$ cat src/logic/aftc_defs.svh
`ifndef AFTC_DEFS_SVH
`define AFTC_DEFS_SVH

// Register byte addresses
`define AFTC_ADDR_EVENT_THR   8'hcc
`define AFTC_ADDR_GROUP1_THR  8'hd0
`define AFTC_ADDR_IRQ_STATUS  8'he0
`define AFTC_ADDR_IRQ_MASK    8'he4

// Counter field layout
`define AFTC_CNT_WIDTH        10
`define AFTC_CNT_SIGN_SRC     7
`define AFTC_CNT_RESET        10'h000
`define AFTC_REG_RESET        16'h0000

// Interrupt status and mask bit positions
`define AFTC_IRQ_BIT_EVENT    0
`define AFTC_IRQ_BIT_GROUP1   1
`define AFTC_IRQ_RESET        2'h0

`endif

$ cat src/logic/aftc_pkg.sv
package aftc_pkg;

   // Direction of one counter step
   typedef enum logic [1:0] {
      AFTC_STEP_HOLD = 2'b00,
      AFTC_STEP_DOWN = 2'b01,
      AFTC_STEP_UP   = 2'b10
   } aftc_step_type;

endpackage

$ cat src/logic/aftc_thr_counter.sv
`timescale 1ns/1ps
`default_nettype none
`include "aftc_defs.svh"

module aftc_thr_counter
   import aftc_pkg::*;
#(
   parameter int WIDTH = 10
) (
   input  wire logic             i_mclk,
   input  wire logic             i_srst,
   input  wire logic             i_load,
   input  wire logic [WIDTH-1:0] i_load_value,
   input  wire logic             i_fifo_write,
   input  wire logic             i_fifo_read,
   output logic      [WIDTH-1:0] o_count,
   output logic                  o_hit_zero
);

   logic [WIDTH-1:0] count;
   logic [WIDTH-1:0] next_count;
   logic             hit_zero;
   logic             next_hit_zero;
   aftc_step_type    step;

   ////////////////////////////////////////////////////////////////////////
   // Step selection and next count; both strobes together cancel out
   always_comb begin
      if (i_fifo_write && !i_fifo_read) begin
         step = AFTC_STEP_DOWN;
      end else if (i_fifo_read && !i_fifo_write) begin
         step = AFTC_STEP_UP;
      end else begin
         step = AFTC_STEP_HOLD;
      end
      next_hit_zero = 1'b0;
      unique case (step)
         AFTC_STEP_DOWN: next_count = count - {{(WIDTH-1){1'b0}}, 1'b1};
         AFTC_STEP_UP:   next_count = count + {{(WIDTH-1){1'b0}}, 1'b1};
         AFTC_STEP_HOLD: next_count = count;
      endcase
      // A software load wins over a strobe in the same cycle
      if (i_load) begin
         next_count = i_load_value;
      end else if (step != AFTC_STEP_HOLD && next_count == '0) begin
         next_hit_zero = 1'b1;
      end
   end

   ////////////////////////////////////////////////////////////////////////
   // Registers
   always_ff @(posedge i_mclk) begin
      if (i_srst) begin
         count    <= '0;
         hit_zero <= 1'b0;
      end else begin
         count    <= next_count;
         hit_zero <= next_hit_zero;
      end
   end

   assign o_count    = count;
   assign o_hit_zero = hit_zero;

endmodule
`default_nettype wire

$ cat src/logic/aftc_irq_bit.sv
`timescale 1ns/1ps
`default_nettype none

module aftc_irq_bit (
   input  wire logic i_mclk,
   input  wire logic i_srst,
   input  wire logic i_set,
   input  wire logic i_clear,
   output logic      o_flag
);

   logic flag;
   logic next_flag;

   ////////////////////////////////////////////////////////////////////////
   // Sticky flag; a set in the clearing cycle is kept so no event is lost
   always_comb begin
      next_flag = flag;
      if (i_clear) begin
         next_flag = 1'b0;
      end
      if (i_set) begin
         next_flag = 1'b1;
      end
   end

   always_ff @(posedge i_mclk) begin
      if (i_srst) begin
         flag <= 1'b0;
      end else begin
         flag <= next_flag;
      end
   end

   assign o_flag = flag;

endmodule
`default_nettype wire

$ cat src/logic/aftc_top.sv
`timescale 1ns/1ps
`default_nettype none
`include "aftc_defs.svh"

// What this block does
// Software loads event counter before event conversions
// Software loads group 1 counter before conversions
// FIFO write decrements that group's counter
// FIFO read increments that group's counter
// Simultaneous read and write hold the counter
// Event counter reaching zero sets event flag
// Event interrupt requested only while enabled
// Group 1 zero sets flag, interrupts if enabled
// Bits 15..10 read-only, copy counter bit 7
// Counters behave same in every operating mode
// Negative count shows results beyond the threshold
// Ten-bit wrapping count, flag on entering zero
module aftc_top
   import aftc_pkg::*;
#(
   parameter int CNT_WIDTH = `AFTC_CNT_WIDTH
) (
   input  wire logic        i_mclk,
   input  wire logic        i_srst,
   input  wire logic [7:0]  i_addr,
   input  wire logic [15:0] i_wdata,
   input  wire logic        i_wr,
   input  wire logic        i_rd,
   output logic      [15:0] o_rdata,
   input  wire logic        i_event_fifo_write,
   input  wire logic        i_event_fifo_read,
   input  wire logic        i_group1_fifo_write,
   input  wire logic        i_group1_fifo_read,
   output logic             o_irq
);

   logic [CNT_WIDTH-1:0] event_threshold_count;
   logic [CNT_WIDTH-1:0] group1_threshold_count;
   logic                 event_zero;
   logic                 group1_zero;
   logic                 event_buffer_irq_flag;
   logic                 group1_buffer_irq_flag;
   logic [1:0]           irq_mask;
   logic [1:0]           next_irq_mask;
   logic [15:0]          rdata;
   logic [15:0]          next_rdata;
   logic                 irq;
   logic                 next_irq;
   logic                 load_event;
   logic                 load_group1;
   logic                 wr_status;
   logic [1:0]           status;

   ////////////////////////////////////////////////////////////////////////
   // Write decode; counters are writable whatever mode the converter is in
   assign load_event  = i_wr && (i_addr == `AFTC_ADDR_EVENT_THR);
   assign load_group1 = i_wr && (i_addr == `AFTC_ADDR_GROUP1_THR);
   assign wr_status   = i_wr && (i_addr == `AFTC_ADDR_IRQ_STATUS);

   ////////////////////////////////////////////////////////////////////////
   // Event group counter, preloaded by software before conversions
   aftc_thr_counter #(
      .WIDTH        (CNT_WIDTH)
   ) u_event_cnt (
      .i_mclk       (i_mclk),
      .i_srst       (i_srst),
      .i_load       (load_event),
      .i_load_value (i_wdata[CNT_WIDTH-1:0]),
      .i_fifo_write (i_event_fifo_write),
      .i_fifo_read  (i_event_fifo_read),
      .o_count      (event_threshold_count),
      .o_hit_zero   (event_zero)
   );

   // Group 1 counter
   aftc_thr_counter #(
      .WIDTH        (CNT_WIDTH)
   ) u_group1_cnt (
      .i_mclk       (i_mclk),
      .i_srst       (i_srst),
      .i_load       (load_group1),
      .i_load_value (i_wdata[CNT_WIDTH-1:0]),
      .i_fifo_write (i_group1_fifo_write),
      .i_fifo_read  (i_group1_fifo_read),
      .o_count      (group1_threshold_count),
      .o_hit_zero   (group1_zero)
   );

   ////////////////////////////////////////////////////////////////////////
   // Sticky buffer flags, cleared by writing one
   aftc_irq_bit u_event_flag (
      .i_mclk  (i_mclk),
      .i_srst  (i_srst),
      .i_set   (event_zero),
      .i_clear (wr_status && i_wdata[`AFTC_IRQ_BIT_EVENT]),
      .o_flag  (event_buffer_irq_flag)
   );

   aftc_irq_bit u_group1_flag (
      .i_mclk  (i_mclk),
      .i_srst  (i_srst),
      .i_set   (group1_zero),
      .i_clear (wr_status && i_wdata[`AFTC_IRQ_BIT_GROUP1]),
      .o_flag  (group1_buffer_irq_flag)
   );

   always_comb begin
      status = 2'h0;
      status[`AFTC_IRQ_BIT_EVENT]  = event_buffer_irq_flag;
      status[`AFTC_IRQ_BIT_GROUP1] = group1_buffer_irq_flag;
   end

   ////////////////////////////////////////////////////////////////////////
   // Mask register and interrupt output; the output lags the flag by a cycle
   // so that it comes straight from a flip-flop
   always_comb begin
      next_irq_mask = irq_mask;
      if (i_wr && i_addr == `AFTC_ADDR_IRQ_MASK) begin
         next_irq_mask = i_wdata[1:0];
      end
      next_irq = |(status & irq_mask);
   end

   ////////////////////////////////////////////////////////////////////////
   // Read mux; upper counter bits mirror bit 7, reproducing the device as
   // built even though bit 9 would be the true sign. Unmapped reads give zero.
   always_comb begin
      next_rdata = 16'h0000;
      if (i_rd) begin
         unique case (i_addr)
            `AFTC_ADDR_EVENT_THR:
               next_rdata = {{(16-CNT_WIDTH){event_threshold_count[`AFTC_CNT_SIGN_SRC]}},
                             event_threshold_count};
            `AFTC_ADDR_GROUP1_THR:
               next_rdata = {{(16-CNT_WIDTH){group1_threshold_count[`AFTC_CNT_SIGN_SRC]}},
                             group1_threshold_count};
            `AFTC_ADDR_IRQ_STATUS: next_rdata = {14'h0000, status};
            `AFTC_ADDR_IRQ_MASK:   next_rdata = {14'h0000, irq_mask};
            default:               next_rdata = 16'h0000;
         endcase
      end
   end

   ////////////////////////////////////////////////////////////////////////
   // Registers
   always_ff @(posedge i_mclk) begin
      if (i_srst) begin
         irq_mask <= `AFTC_IRQ_RESET;
         irq      <= 1'b0;
         rdata    <= `AFTC_REG_RESET;
      end else begin
         irq_mask <= next_irq_mask;
         irq      <= next_irq;
         rdata    <= next_rdata;
      end
   end

   assign o_rdata = rdata;
   assign o_irq   = irq;

endmodule
`default_nettype wire

$ cat config.mk
export PLATFORM = sky130hd
export DESIGN_NAME = aftc_top
export DESIGN_NICKNAME = d
export VERILOG_FILES = /design/src/logic/aftc_pkg.sv /design/src/logic/aftc_thr_counter.sv /design/src/logic/aftc_irq_bit.sv /design/src/logic/aftc_top.sv
export VERILOG_INCLUDE_DIRS = /design/src /design/src/logic
export SDC_FILE = /design/constraint.sdc
export NUM_CORES = 1
export LEC_CHECK = 0
export CORE_MARGIN = 2
export CORE_UTILIZATION = 60
export DETAILED_ROUTE_END_ITERATION = 12
export DONT_BUFFER_PORTS = 1
export MAX_ROUTING_LAYER = met4
export PLACE_DENSITY_LB_ADDON = 0.25
export SLEW_MARGIN = 25
export SYNTH_ARGS = -nofsm -noshare
export SYNTH_HDL_FRONTEND = slang
export SYNTH_HIERARCHICAL = 1
export SYNTH_SLANG_ARGS = --single-unit
$ cat constraint.sdc
create_clock -name i_mclk -period 6.2 [get_ports i_mclk]
set_input_delay 0.93 -clock i_mclk [delete_from_list [all_inputs] [get_ports i_mclk]]
set_output_delay 0.93 -clock i_mclk [all_outputs]
set_load 0.01 [all_outputs]
==> flow_summary.yaml, run 1 <==
routing:
  post_dr_vias_cell: 6.36
  routedWlPerCell_um: 16.7
  drt_iter0_markers: 189
  routed_wirelength_um: 6280
  firstDrtPassIters: 4
  drc: 0
  drt.antenna.violating_nets: 0
  routed-via-count: 2384
synthesis:
  dominant_combinational_cell_family_by_area_after_synthesis: "simple AND/OR/NAND/NOR gates"
  postSynthCellCount: 331
  synthAdderAreaFrac_pct: 9.63
  synth_area_per_cell_sq_um: 8.32
  synthXorXnorAreaFrac_pct: 3.50
  count_of_yosys_warnings_during_synthesis: 6
  syn-cell-area_sq_um: 2760
  count_of_flip_flops_with_a_built_in_enable_after_synthesis: 0
  yosys.area_share.simple_pct: 25.7
  synth_cell_types: 71
  synth_compound_area_share_pct: 25.1
  ys_async_sr_fraction_pct: 0
  synth_top_flop_cell: "sky130_fd_sc_hd__dfxtp_1"
  fraction_of_synthesized_area_in_multiplexers_pct: 3.77
  synth_fp_nets: 383
  ys_seq_area_share_pct: 26.9
  ys_ff_latch: 37
setup_path:
  worstPathArrival_ns: 3.53
  setup.worst_path.start_class: "primary input"
  worst-path-max-fanout: 10
  timing.critical_path.to_type: "flop"
  crit_type: "in -> reg"
  worstPathRequired_ns: 6.38
cts:
  cts_post_setup_buffers_inserted: 0
  htree_num_levels: 2
  clk_root_buffer_cell: "sky130_fd_sc_hd__clkbuf_8"
  cts_tree: "done"
  cts.sink_count: 37
  clock_latency_ns: 0.29
  clk_transition_reported_paths_ns: 0.08
  ctsHoldBuffers: 0
  post_cts.resized_instances: 0
  maximum_number_of_buffers_from_clock_root_to_sink: 2
  tritoncts.num_buffers: 5
global_routing:
  grt_overflow: 0
  initial_antenna_violation_count: 0
  grt_start_max_net_pins: 25
  vias_in_the_first_global_route: 2291
  grt_first_pass_wirelength_um: 10800
  grt_use_total_pct: 27.0
sta:
  final_critical_path_share_of_the_clock_period_pct: 54.0
  maxClockFrequency_ghz: 0.299
  rsz0062_at_grt: "false"
  fin_hold_ws_ns: 0.437
  tightestPinTransition_ns: 0.697
  hold_violation_count_in_the_final_report: 0
  timing.max_slew.rel_slack_pct: 53.6
  clock_skew_ns: 0.00147
  fin_ws_ns: 2.85
  final.setup.tns_ns: 0
  finalSetupViolCount: 0
  final_period_minus_worst_setup_slack_ns: 3.35
  drv_slew: 0
place:
  globalplace.congestion: 0.873
  placed_cells_incl_taps: 367
  io_buffers: 0
  dp_worst_setup_slack_ns: 2.62
  hpwl_um: 4830
outcome:
  run_status: "finished clean"
min_path:
  worstHoldPathType: "reg -> reg"
layout:
  final_nets: 374
  postLayoutCoreUtil_pct: 65.7
  area.growth.synth_to_final_pct: 4.54
  layout-drive-gt1-share_pct: 10.5
  filler_cell_count: 364
  number_of_standard_cells_in_the_layout_taps_in_and_fillers_out: 375
  antenna_cells_inserted: 0
die:
  start_util_pct: 62.8
  top_level_ports: 49
  die_w_um: 71.8
  floorplan.die.height_um: 71.8
  row_count: 24
  coreArea_sq_um: 4380
  fp.dieArea_sq_um: 5150
pwr:
  power_density_nw_per_um2: 354
  power.ir.vdd_worst_v: 0.000196
  static-leakage-power_nw: 1.14
run:
  max_cap_violations: 0
## routing by layer
| layer | global-route usage, % | share of wire [%] |
|---|---|---|
| met3 | 6.89 | 8.5 |
| met2 | 41.6 | 46 |
| met1 | 35.7 | 44 |
| met4 | 6.71 | 1.4 |
| met5 | - | 0 |
## cell families (layout without fill, tap and decap cells)
| group | Yosys count | in the layout |
|---|---|---|
| and+or+nand+nor | 124 | 124 |
| muxes | 10 | 10 |
| AOI/OAI and AO/OA | 96 | 96 |
| adders and majority gates | 20 | 20 |
| buffers and inverters | 33 | 25 |
| DFF | 37 | 37 |
| xor gates and xnor gates | 11 | 11 |
## state kept, by name (all words and copies together), names as in the netlist
| register | flops |
|---|---|
| u_event_cnt/o_hit_zero | 1 |
| u_event_cnt/o_count | 10 |
| u_event_flag/o_flag | 1 |
| u_group1_cnt/o_hit_zero | 1 |
| u_group1_flag/o_flag | 1 |
| irq_mask | 2 |
| o_irq | 1 |
| u_group1_cnt/o_count | 10 |
| o_rdata | 10 |
## placed cells by master, fill, tap and decap left out, drive strengths merged, types with 3 or more instances in the layout
cell type | netlist | routed
a211oi | 3 | 3
a21o | 4 | 4
a21oi | 31 | 31
a22oi | 11 | 11
a311o | 3 | 3
and2 | 6 | 6
and3 | 4 | 4
and4 | 3 | 3
clkbuf | 7 | 5
dfxtp | 37 | 37
ha | 18 | 18
inv | 17 | 18
mux2 | 3 | 3
mux2i | 7 | 7
nand2 | 31 | 31
nand2b | 7 | 7
nand3 | 5 | 5
nand4 | 3 | 3
nor2 | 35 | 35
nor2b | 4 | 4
nor3 | 6 | 6
o211a | 3 | 3
o211ai | 3 | 3
o21ai | 15 | 15
or3 | 3 | 3
xnor2 | 6 | 6
xor2 | 5 | 5
## where the power goes
part,internal [mW],switching (mW)
registers,0.272,0.0383
logic,0.206,0.251
clock network,0.162,0.0904
total,0.641,0.380
## Yosys cell counts (all sizes together) (3+ instances only)
library cell,instances,area [sq um]
nor2,35,131
clkbuf,7,26.3
nand3,5,37.5
and2,6,40.0
dfxtp,37,741
o211a,3,30.0
nand2b,7,43.8
xor2,5,43.8
nor3,6,30.0
a22oi,11,82.6
xnor2,6,52.6
nor2b,4,25.0
a211oi,3,27.5
a311o,3,31.3
and3,4,26.3
mux2i,7,70.1
inv,17,63.8
ha,18,225
or3,3,20.0
o211ai,3,22.5
a21o,4,30.0
nand2,31,116
and4,3,26.3
nand4,3,18.8
mux2,3,33.8
buf,9,60.1
o21ai,15,75.1
a21oi,31,170
## critical path, stage by stage
cell,delay [ns]
sky130_fd_sc_hd__inv_1,0.03
sky130_fd_sc_hd__ha_1,0.32
sky130_fd_sc_hd__inv_1,0.26
sky130_fd_sc_hd__ha_1,0.41
sky130_fd_sc_hd__a21oi_1,0.41
sky130_fd_sc_hd__o21ai_0,0.32
sky130_fd_sc_hd__or3_1,0.43
sky130_fd_sc_hd__and2_0,0.17
sky130_fd_sc_hd__a211o_1,0.25
## cell type report
type | count | area [sq um] | area share [%]
multi-input combinational | 261 | 1870 | 65.0
sequential | 37 | 741 | 25.7
clock buffer | 5 | 68.8 | 2.39
clock inverter | 3 | 68.8 | 2.39
tap | 52 | 65.1 | 2.26
inverter | 17 | 63.8 | 2.22
## worst paths after layout
| check | start | to | slack (ns) | cells past startpoint |
|---|---|---|---|---|
| max | i_event_fifo_write | u_event_cnt/o_count[9] | 2.85 | 9 |
| min | u_event_cnt/o_hit_zero | u_event_flag/o_flag | 0.44 | 2 |
| max reg2reg | u_group1_cnt/o_count[0] | u_group1_cnt/o_hit_zero | 3.76 | 9 |
| min reg2reg | u_event_cnt/o_hit_zero | u_event_flag/o_flag | 0.44 | 2 |
## stage by stage
step           cell area [sq um]  total power [mW]
6_report                    2880              1.02
3_5_place_dp                2730             0.764
3_3_place_gp                2730             0.750
5_1_grt                     2880              1.10
4_1_cts                     2870              1.02
2_1_floorplan               2760             0.685
Note: power is estimated with default switching activity, not from simulation.
==> run 2: changes to the inputs <==
Clock period 6.2 ns to 3.49 ns, I/O delays scaled along.
==> flow_summary.yaml, run 2 (synthesized netlist as in run 1, its figures left out) <==
layout:
  area.growth.synth_to_final_pct: 4.13
  leading_cell_types_in_the_layout_fill_and_taps_excluded: "sky130_fd_sc_hd__dfxtp_1 (37), sky130_fd_sc_hd__nor2_1 (35), sky130_fd_sc_hd__nand2_1 (31)"
  filler_cell_count: 359
  layout-drive-gt1-share_pct: 11.6
  layout.cells.most_common: "sky130_fd_sc_hd__dfxtp_1"
  final_nets: 378
  antenna_cells_inserted: 0
routing:
  routedWlPerCell_um: 16.4
  routed_wirelength_um: 6220
  drt_iter0_markers: 252
  routed-via-count: 2435
  firstDrtPassIters: 5
  drt.antenna.violating_nets: 0
  drc: 0
  post_dr_vias_cell: 6.42
die:
  start_util_pct: 62.8
  floorplan.die.height_um: 71.8
  top_level_ports: 49
  coreArea_sq_um: 4380
  row_count: 24
  die_w_um: 71.8
  fp.dieArea_sq_um: 5150
cts:
  cts.sink_count: 37
  cts_post_setup_buffers_inserted: 0
  htree_num_levels: 2
  clock_latency_ns: 0.29
  clk_transition_reported_paths_ns: 0.08
  tritoncts.num_buffers: 5
  maximum_number_of_buffers_from_clock_root_to_sink: 2
  cts_tree: "done"
  clk_root_buffer_cell: "sky130_fd_sc_hd__clkbuf_8"
  ctsHoldBuffers: 0
  post_cts.resized_instances: 0
setup_path:
  crit_type: "in -> reg"
  timing.critical_path.to_type: "flop"
  worstPathRequired_ns: 3.72
  worst-path-max-fanout: 10
  worstPathArrival_ns: 3.04
  setup.worst_path.start_class: "primary input"
place:
  globalplace.congestion: 0.871
  io_buffers: 0
  hpwl_um: 4760
pwr:
  power_density_nw_per_um2: 596
  power_switching_mw: 0.674
  static-leakage-power_nw: 1.15
  comb_power_share_pct: 47.5
  power.total_mw: 1.71
  intPower_mw: 1.04
  power.share.clock_pct: 20.3
  netSwitchingFraction_pct: 39.4
  power.ir.vdd_worst_v: 0.000326
  seq_power_share_pct: 32.2
sta:
  maxClockFrequency_ghz: 0.357
  hold_violation_count_in_the_final_report: 0
  finalSetupViolCount: 0
  tightestPinTransition_ns: 0.659
  final.setup.tns_ns: 0
  rsz0062_at_grt: "false"
  clock_skew_ns: 0.00886
  final_critical_path_share_of_the_clock_period_pct: 80.3
  final_period_minus_worst_setup_slack_ns: 2.80
  timing.max_slew.rel_slack_pct: 56.0
  drv_slew: 0
run:
  max_cap_violations: 0
global_routing:
  grt_start_max_net_pins: 25
  grt_use_total_pct: 26.4
  initial_antenna_violation_count: 0
  grt_first_pass_wirelength_um: 10600
  grt_overflow: 0
  vias_in_the_first_global_route: 2300
outcome:
  run_status: "finished clean"
min_path:
  worstHoldPathType: "in -> reg"
run 2: cell count changes in the layout (fill, tap and decap cells not counted), sizes merged:
| cell | delta |
|---|---|
| clkbuf | +2 |
| buf | +4 |
| bufinv | -2 |
run 2: per-layer routing:
metal / GRT usage, % / wire length [um] / up-vias / part of all wire (%)
met1: 35.6 / 2870 / 1152 / 46
met3: 6.19 / 477 / 9 / 7.7
met5: - / 0 / - / 0
met4: 8.18 / 82 / 0 / 1.3
met2: 39.2 / 2790 / 76 / 45
li1: - / - / 1198 / -
run 2: area by class of cell:
type | instances | area, sq um | area share (%)
Multi-Input combinational cell | 261 | 1860 | 65.0
Sequential cell | 37 | 741 | 25.8
Inverter | 17 | 63.8 | 2.22
Timing Repair Buffer | 4 | 30.0 | 1.05
Clock inverter | 1 | 8.76 | 0.305
Tap cell | 52 | 65.1 | 2.27
Clock buffer | 7 | 96.3 | 3.36
run 2: stage by stage:
step | hold slack (ns) | utilization, % | std cells | worst slack [ns] | cell area [sq um]
floorplan | 0.412 | - | 331 | 0.706 | 2760
global placement | 0.429 | 63.0 | 371 | 0.465 | 2760
detailed placement | 0.436 | 63.0 | 371 | 0.451 | 2760
CTS | 0.282 | 65.4 | 379 | 0.729 | 2870
global route | 0.267 | 65.4 | 379 | 0.561 | 2870
finish | 0.281 | 65.4 | 379 | 0.687 | 2870
run 2: critical path: stages:
cell and delay [ns]:
sky130_fd_sc_hd__inv_1 0.04, sky130_fd_sc_hd__ha_1 0.27, sky130_fd_sc_hd__inv_1 0.22, sky130_fd_sc_hd__ha_1 0.40
sky130_fd_sc_hd__a21o_1 0.19, sky130_fd_sc_hd__a21oi_2 0.18, sky130_fd_sc_hd__a21oi_2 0.12, sky130_fd_sc_hd__or3_2 0.42
sky130_fd_sc_hd__a31oi_1 0.24, sky130_fd_sc_hd__and4bb_1 0.24, sky130_fd_sc_hd__o2111a_1 0.19
run 2: worst paths after layout:
kind,start,end,slack [ns],cells past startpoint
setup / recovery,i_group1_fifo_write,u_group1_cnt/o_hit_zero,0.69,11
hold / removal,i_srst,u_group1_flag/o_flag,0.28,1
setup reg to reg,u_group1_cnt/o_count[0],u_group1_cnt/o_hit_zero,1.08,9
hold reg to reg,u_event_cnt/o_hit_zero,u_event_flag/o_flag,0.44,2
run 2: power by group through the flow:
stage / logic, mW / clock network [mW] / registers, mW
5_1_grt: 0.909 / 0.368 / 0.558
2_1_floorplan: 0.681 / 0 / 0.536
3_5_place_dp: 0.796 / 0 / 0.560
3_3_place_gp: 0.774 / 0 / 0.560
6_report: 0.812 / 0.346 / 0.550
4_1_cts: 0.802 / 0.344 / 0.550
==> run 3: changes to the inputs <==
Clock period 3.49 ns to 2.8 ns, I/O delays scaled along.
==> flow_summary.yaml, run 3 (synthesized netlist as in run 1, its figures left out) <==
layout:
  leading_cell_types_in_the_layout_fill_and_taps_excluded: "sky130_fd_sc_hd__dfxtp_1 (37), sky130_fd_sc_hd__nor2_1 (35), sky130_fd_sc_hd__nand2_1 (31)"
  final_design_area_no_fill_sq_um: 2940
  antenna_cells_inserted: 0
  layout-drive-gt1-share_pct: 13.5
  final_nets: 385
  layout.area.seq_sq_um: 741
  postLayoutCoreUtil_pct: 67.0
  layout.cells.most_common: "sky130_fd_sc_hd__dfxtp_1"
  area_of_combinational_cells_with_multiple_inputs_sq_um: 1860
  filler_cell_count: 366
  number_of_standard_cells_in_the_layout_taps_in_and_fillers_out: 386
  area.growth.synth_to_final_pct: 6.59
cts:
  cts_post_setup_buffers_inserted: 0
  cts_tree: "done"
  clk_root_buffer_cell: "sky130_fd_sc_hd__clkbuf_8"
  maximum_number_of_buffers_from_clock_root_to_sink: 2
  clock_latency_ns: 0.30
  htree_num_levels: 2
  tritoncts.num_buffers: 5
  post_cts.resized_instances: 0
  ctsHoldBuffers: 0
  clk_transition_reported_paths_ns: 0.07
  cts.sink_count: 37
min_path:
  whs_endpoint: "u_group1_flag/o_flag"
  worstHoldPathType: "in -> reg"
  worst_min_delay_path_startpoint: "i_srst"
  whs_path_depth: 1
place:
  placed_cells_incl_taps: 378
  hpwl_um: 5000
  dpl-instance-area_sq_um: 2820
  io_buffers: 0
  globalplace.congestion: 0.914
  dp_worst_setup_slack_ns: 0.0356
sta:
  fin_hold_ws_ns: 0.176
  tightestPinTransition_ns: 0.659
  final_critical_path_share_of_the_clock_period_pct: 89.8
  clock_skew_ns: 0.00399
  final_period_minus_worst_setup_slack_ns: 2.51
  fin_ws_ns: 0.286
  timing.max_slew.rel_slack_pct: 56.0
  rsz0062_at_grt: "false"
  hold_violation_count_in_the_final_report: 0
  finalSetupViolCount: 0
  maxClockFrequency_ghz: 0.398
  drv_slew: 0
  final.setup.tns_ns: 0
setup_path:
  timing.critical_path.slowest_stage_cell: "sky130_fd_sc_hd__fa_1"
  crit_type: "reg -> reg"
  critical_path.reg2reg.startpoint: "u_group1_cnt/o_count[0]"
  worst-path-stages: 9
  timing.critical_path.to_type: "flop"
  r2r-end: "u_group1_cnt/o_hit_zero"
  path_cells: "inv_1, fa_1, nor2b_1, o31a_1, o21ai_0, nor3b_1, o31ai_1, and4bb_1, o2111a_1"
  number_of_cells_traversed_by_the_worst_register_to_register_path: 9
  crit_buf_inv: 1
  cp_top_family: "compound AO/OA/AOI/OAI gates"
  setup.worst_path.start_class: "flop"
  worstPathRequired_ns: 2.99
  critPathMaxStageDelay_ns: 0.47
  worstPathArrival_ns: 2.70
  worst-path-max-fanout: 5
  rrSetupSlack_ns: 0.29
pwr:
  power.ir.vdd_worst_v: 0.000494
  intPower_mw: 1.37
  power_density_nw_per_um2: 755
  power.share.clock_pct: 21.8
  static-leakage-power_nw: 1.18
  comb_power_share_pct: 47.1
  power_switching_mw: 0.847
  power.total_mw: 2.22
  netSwitchingFraction_pct: 38.2
  seq_power_share_pct: 31.1
global_routing:
  grt_use_total_pct: 27.7
  initial_antenna_violation_count: 0
  vias_in_the_first_global_route: 2287
  grt_first_pass_wirelength_um: 11000
  grt_overflow: 0
  grt_start_max_net_pins: 25
die:
  fp.dieArea_sq_um: 5150
  coreArea_sq_um: 4380
  die_w_um: 71.8
  top_level_ports: 49
  row_count: 24
  start_util_pct: 62.8
  floorplan.die.height_um: 71.8
run:
  max_cap_violations: 0
routing:
  routed_wirelength_um: 6450
  drt_iter0_markers: 140
  routed-via-count: 2405
  firstDrtPassIters: 5
  drt.antenna.violating_nets: 0
  routedWlPerCell_um: 16.7
  drc: 0
  post_dr_vias_cell: 6.23
outcome:
  run_status: "finished clean"
## run 3: worst max-delay path by stage
stage | slack (ns) | start | to
global placement | 0.08 | i_event_fifo_write | u_event_cnt/o_count[9]
global route | 0.08 | u_group1_cnt/o_count[0] | u_group1_cnt/o_hit_zero
floorplan | 0.12 | i_event_fifo_write | u_event_cnt/o_count[9]
CTS | 0.31 | u_group1_cnt/o_count[0] | u_group1_cnt/o_hit_zero
finish | 0.29 | u_group1_cnt/o_count[0] | u_group1_cnt/o_hit_zero
detailed placement | 0.04 | i_event_fifo_write | u_event_cnt/o_count[9]
## run 3: power by group through the flow
stage / clock network [mW] / registers (mW) / logic, mW
3_5_place_dp: 0 / 0.701 / 1.02
5_1_grt: 0.513 / 0.699 / 1.17
4_1_cts: 0.487 / 0.689 / 1.03
6_report: 0.484 / 0.689 / 1.04
2_1_floorplan: 0 / 0.668 / 0.849
3_3_place_gp: 0 / 0.698 / 0.988
## run 3: metal layers
metal	wire length [um]	global-route usage [%]
met2	2790	41.4
met4	104	7.13
met3	649	7.31
met1	2900	37.2
met5	0	-
## run 3: worst register-to-register path, cell delays in order, from the launching register on
cell and delay, ns:
sky130_fd_sc_hd__dfxtp_1 0.44, sky130_fd_sc_hd__inv_1 0.09, sky130_fd_sc_hd__fa_1 0.47, sky130_fd_sc_hd__nor2b_1 0.19
sky130_fd_sc_hd__o31a_1 0.20, sky130_fd_sc_hd__o21ai_0 0.12, sky130_fd_sc_hd__nor3b_1 0.16, sky130_fd_sc_hd__o31ai_1 0.35
sky130_fd_sc_hd__and4bb_1 0.23, sky130_fd_sc_hd__o2111a_1 0.14
## run 3: final cells by class
cell class,count,share of cell area [%]
multi-input cells,261,63.5
flip-flops and latches,37,25.2
clock buffers,6,2.81
repair buffers,11,2.81
well taps,52,2.22
inverters,17,2.17
clock inverters,2,1.28
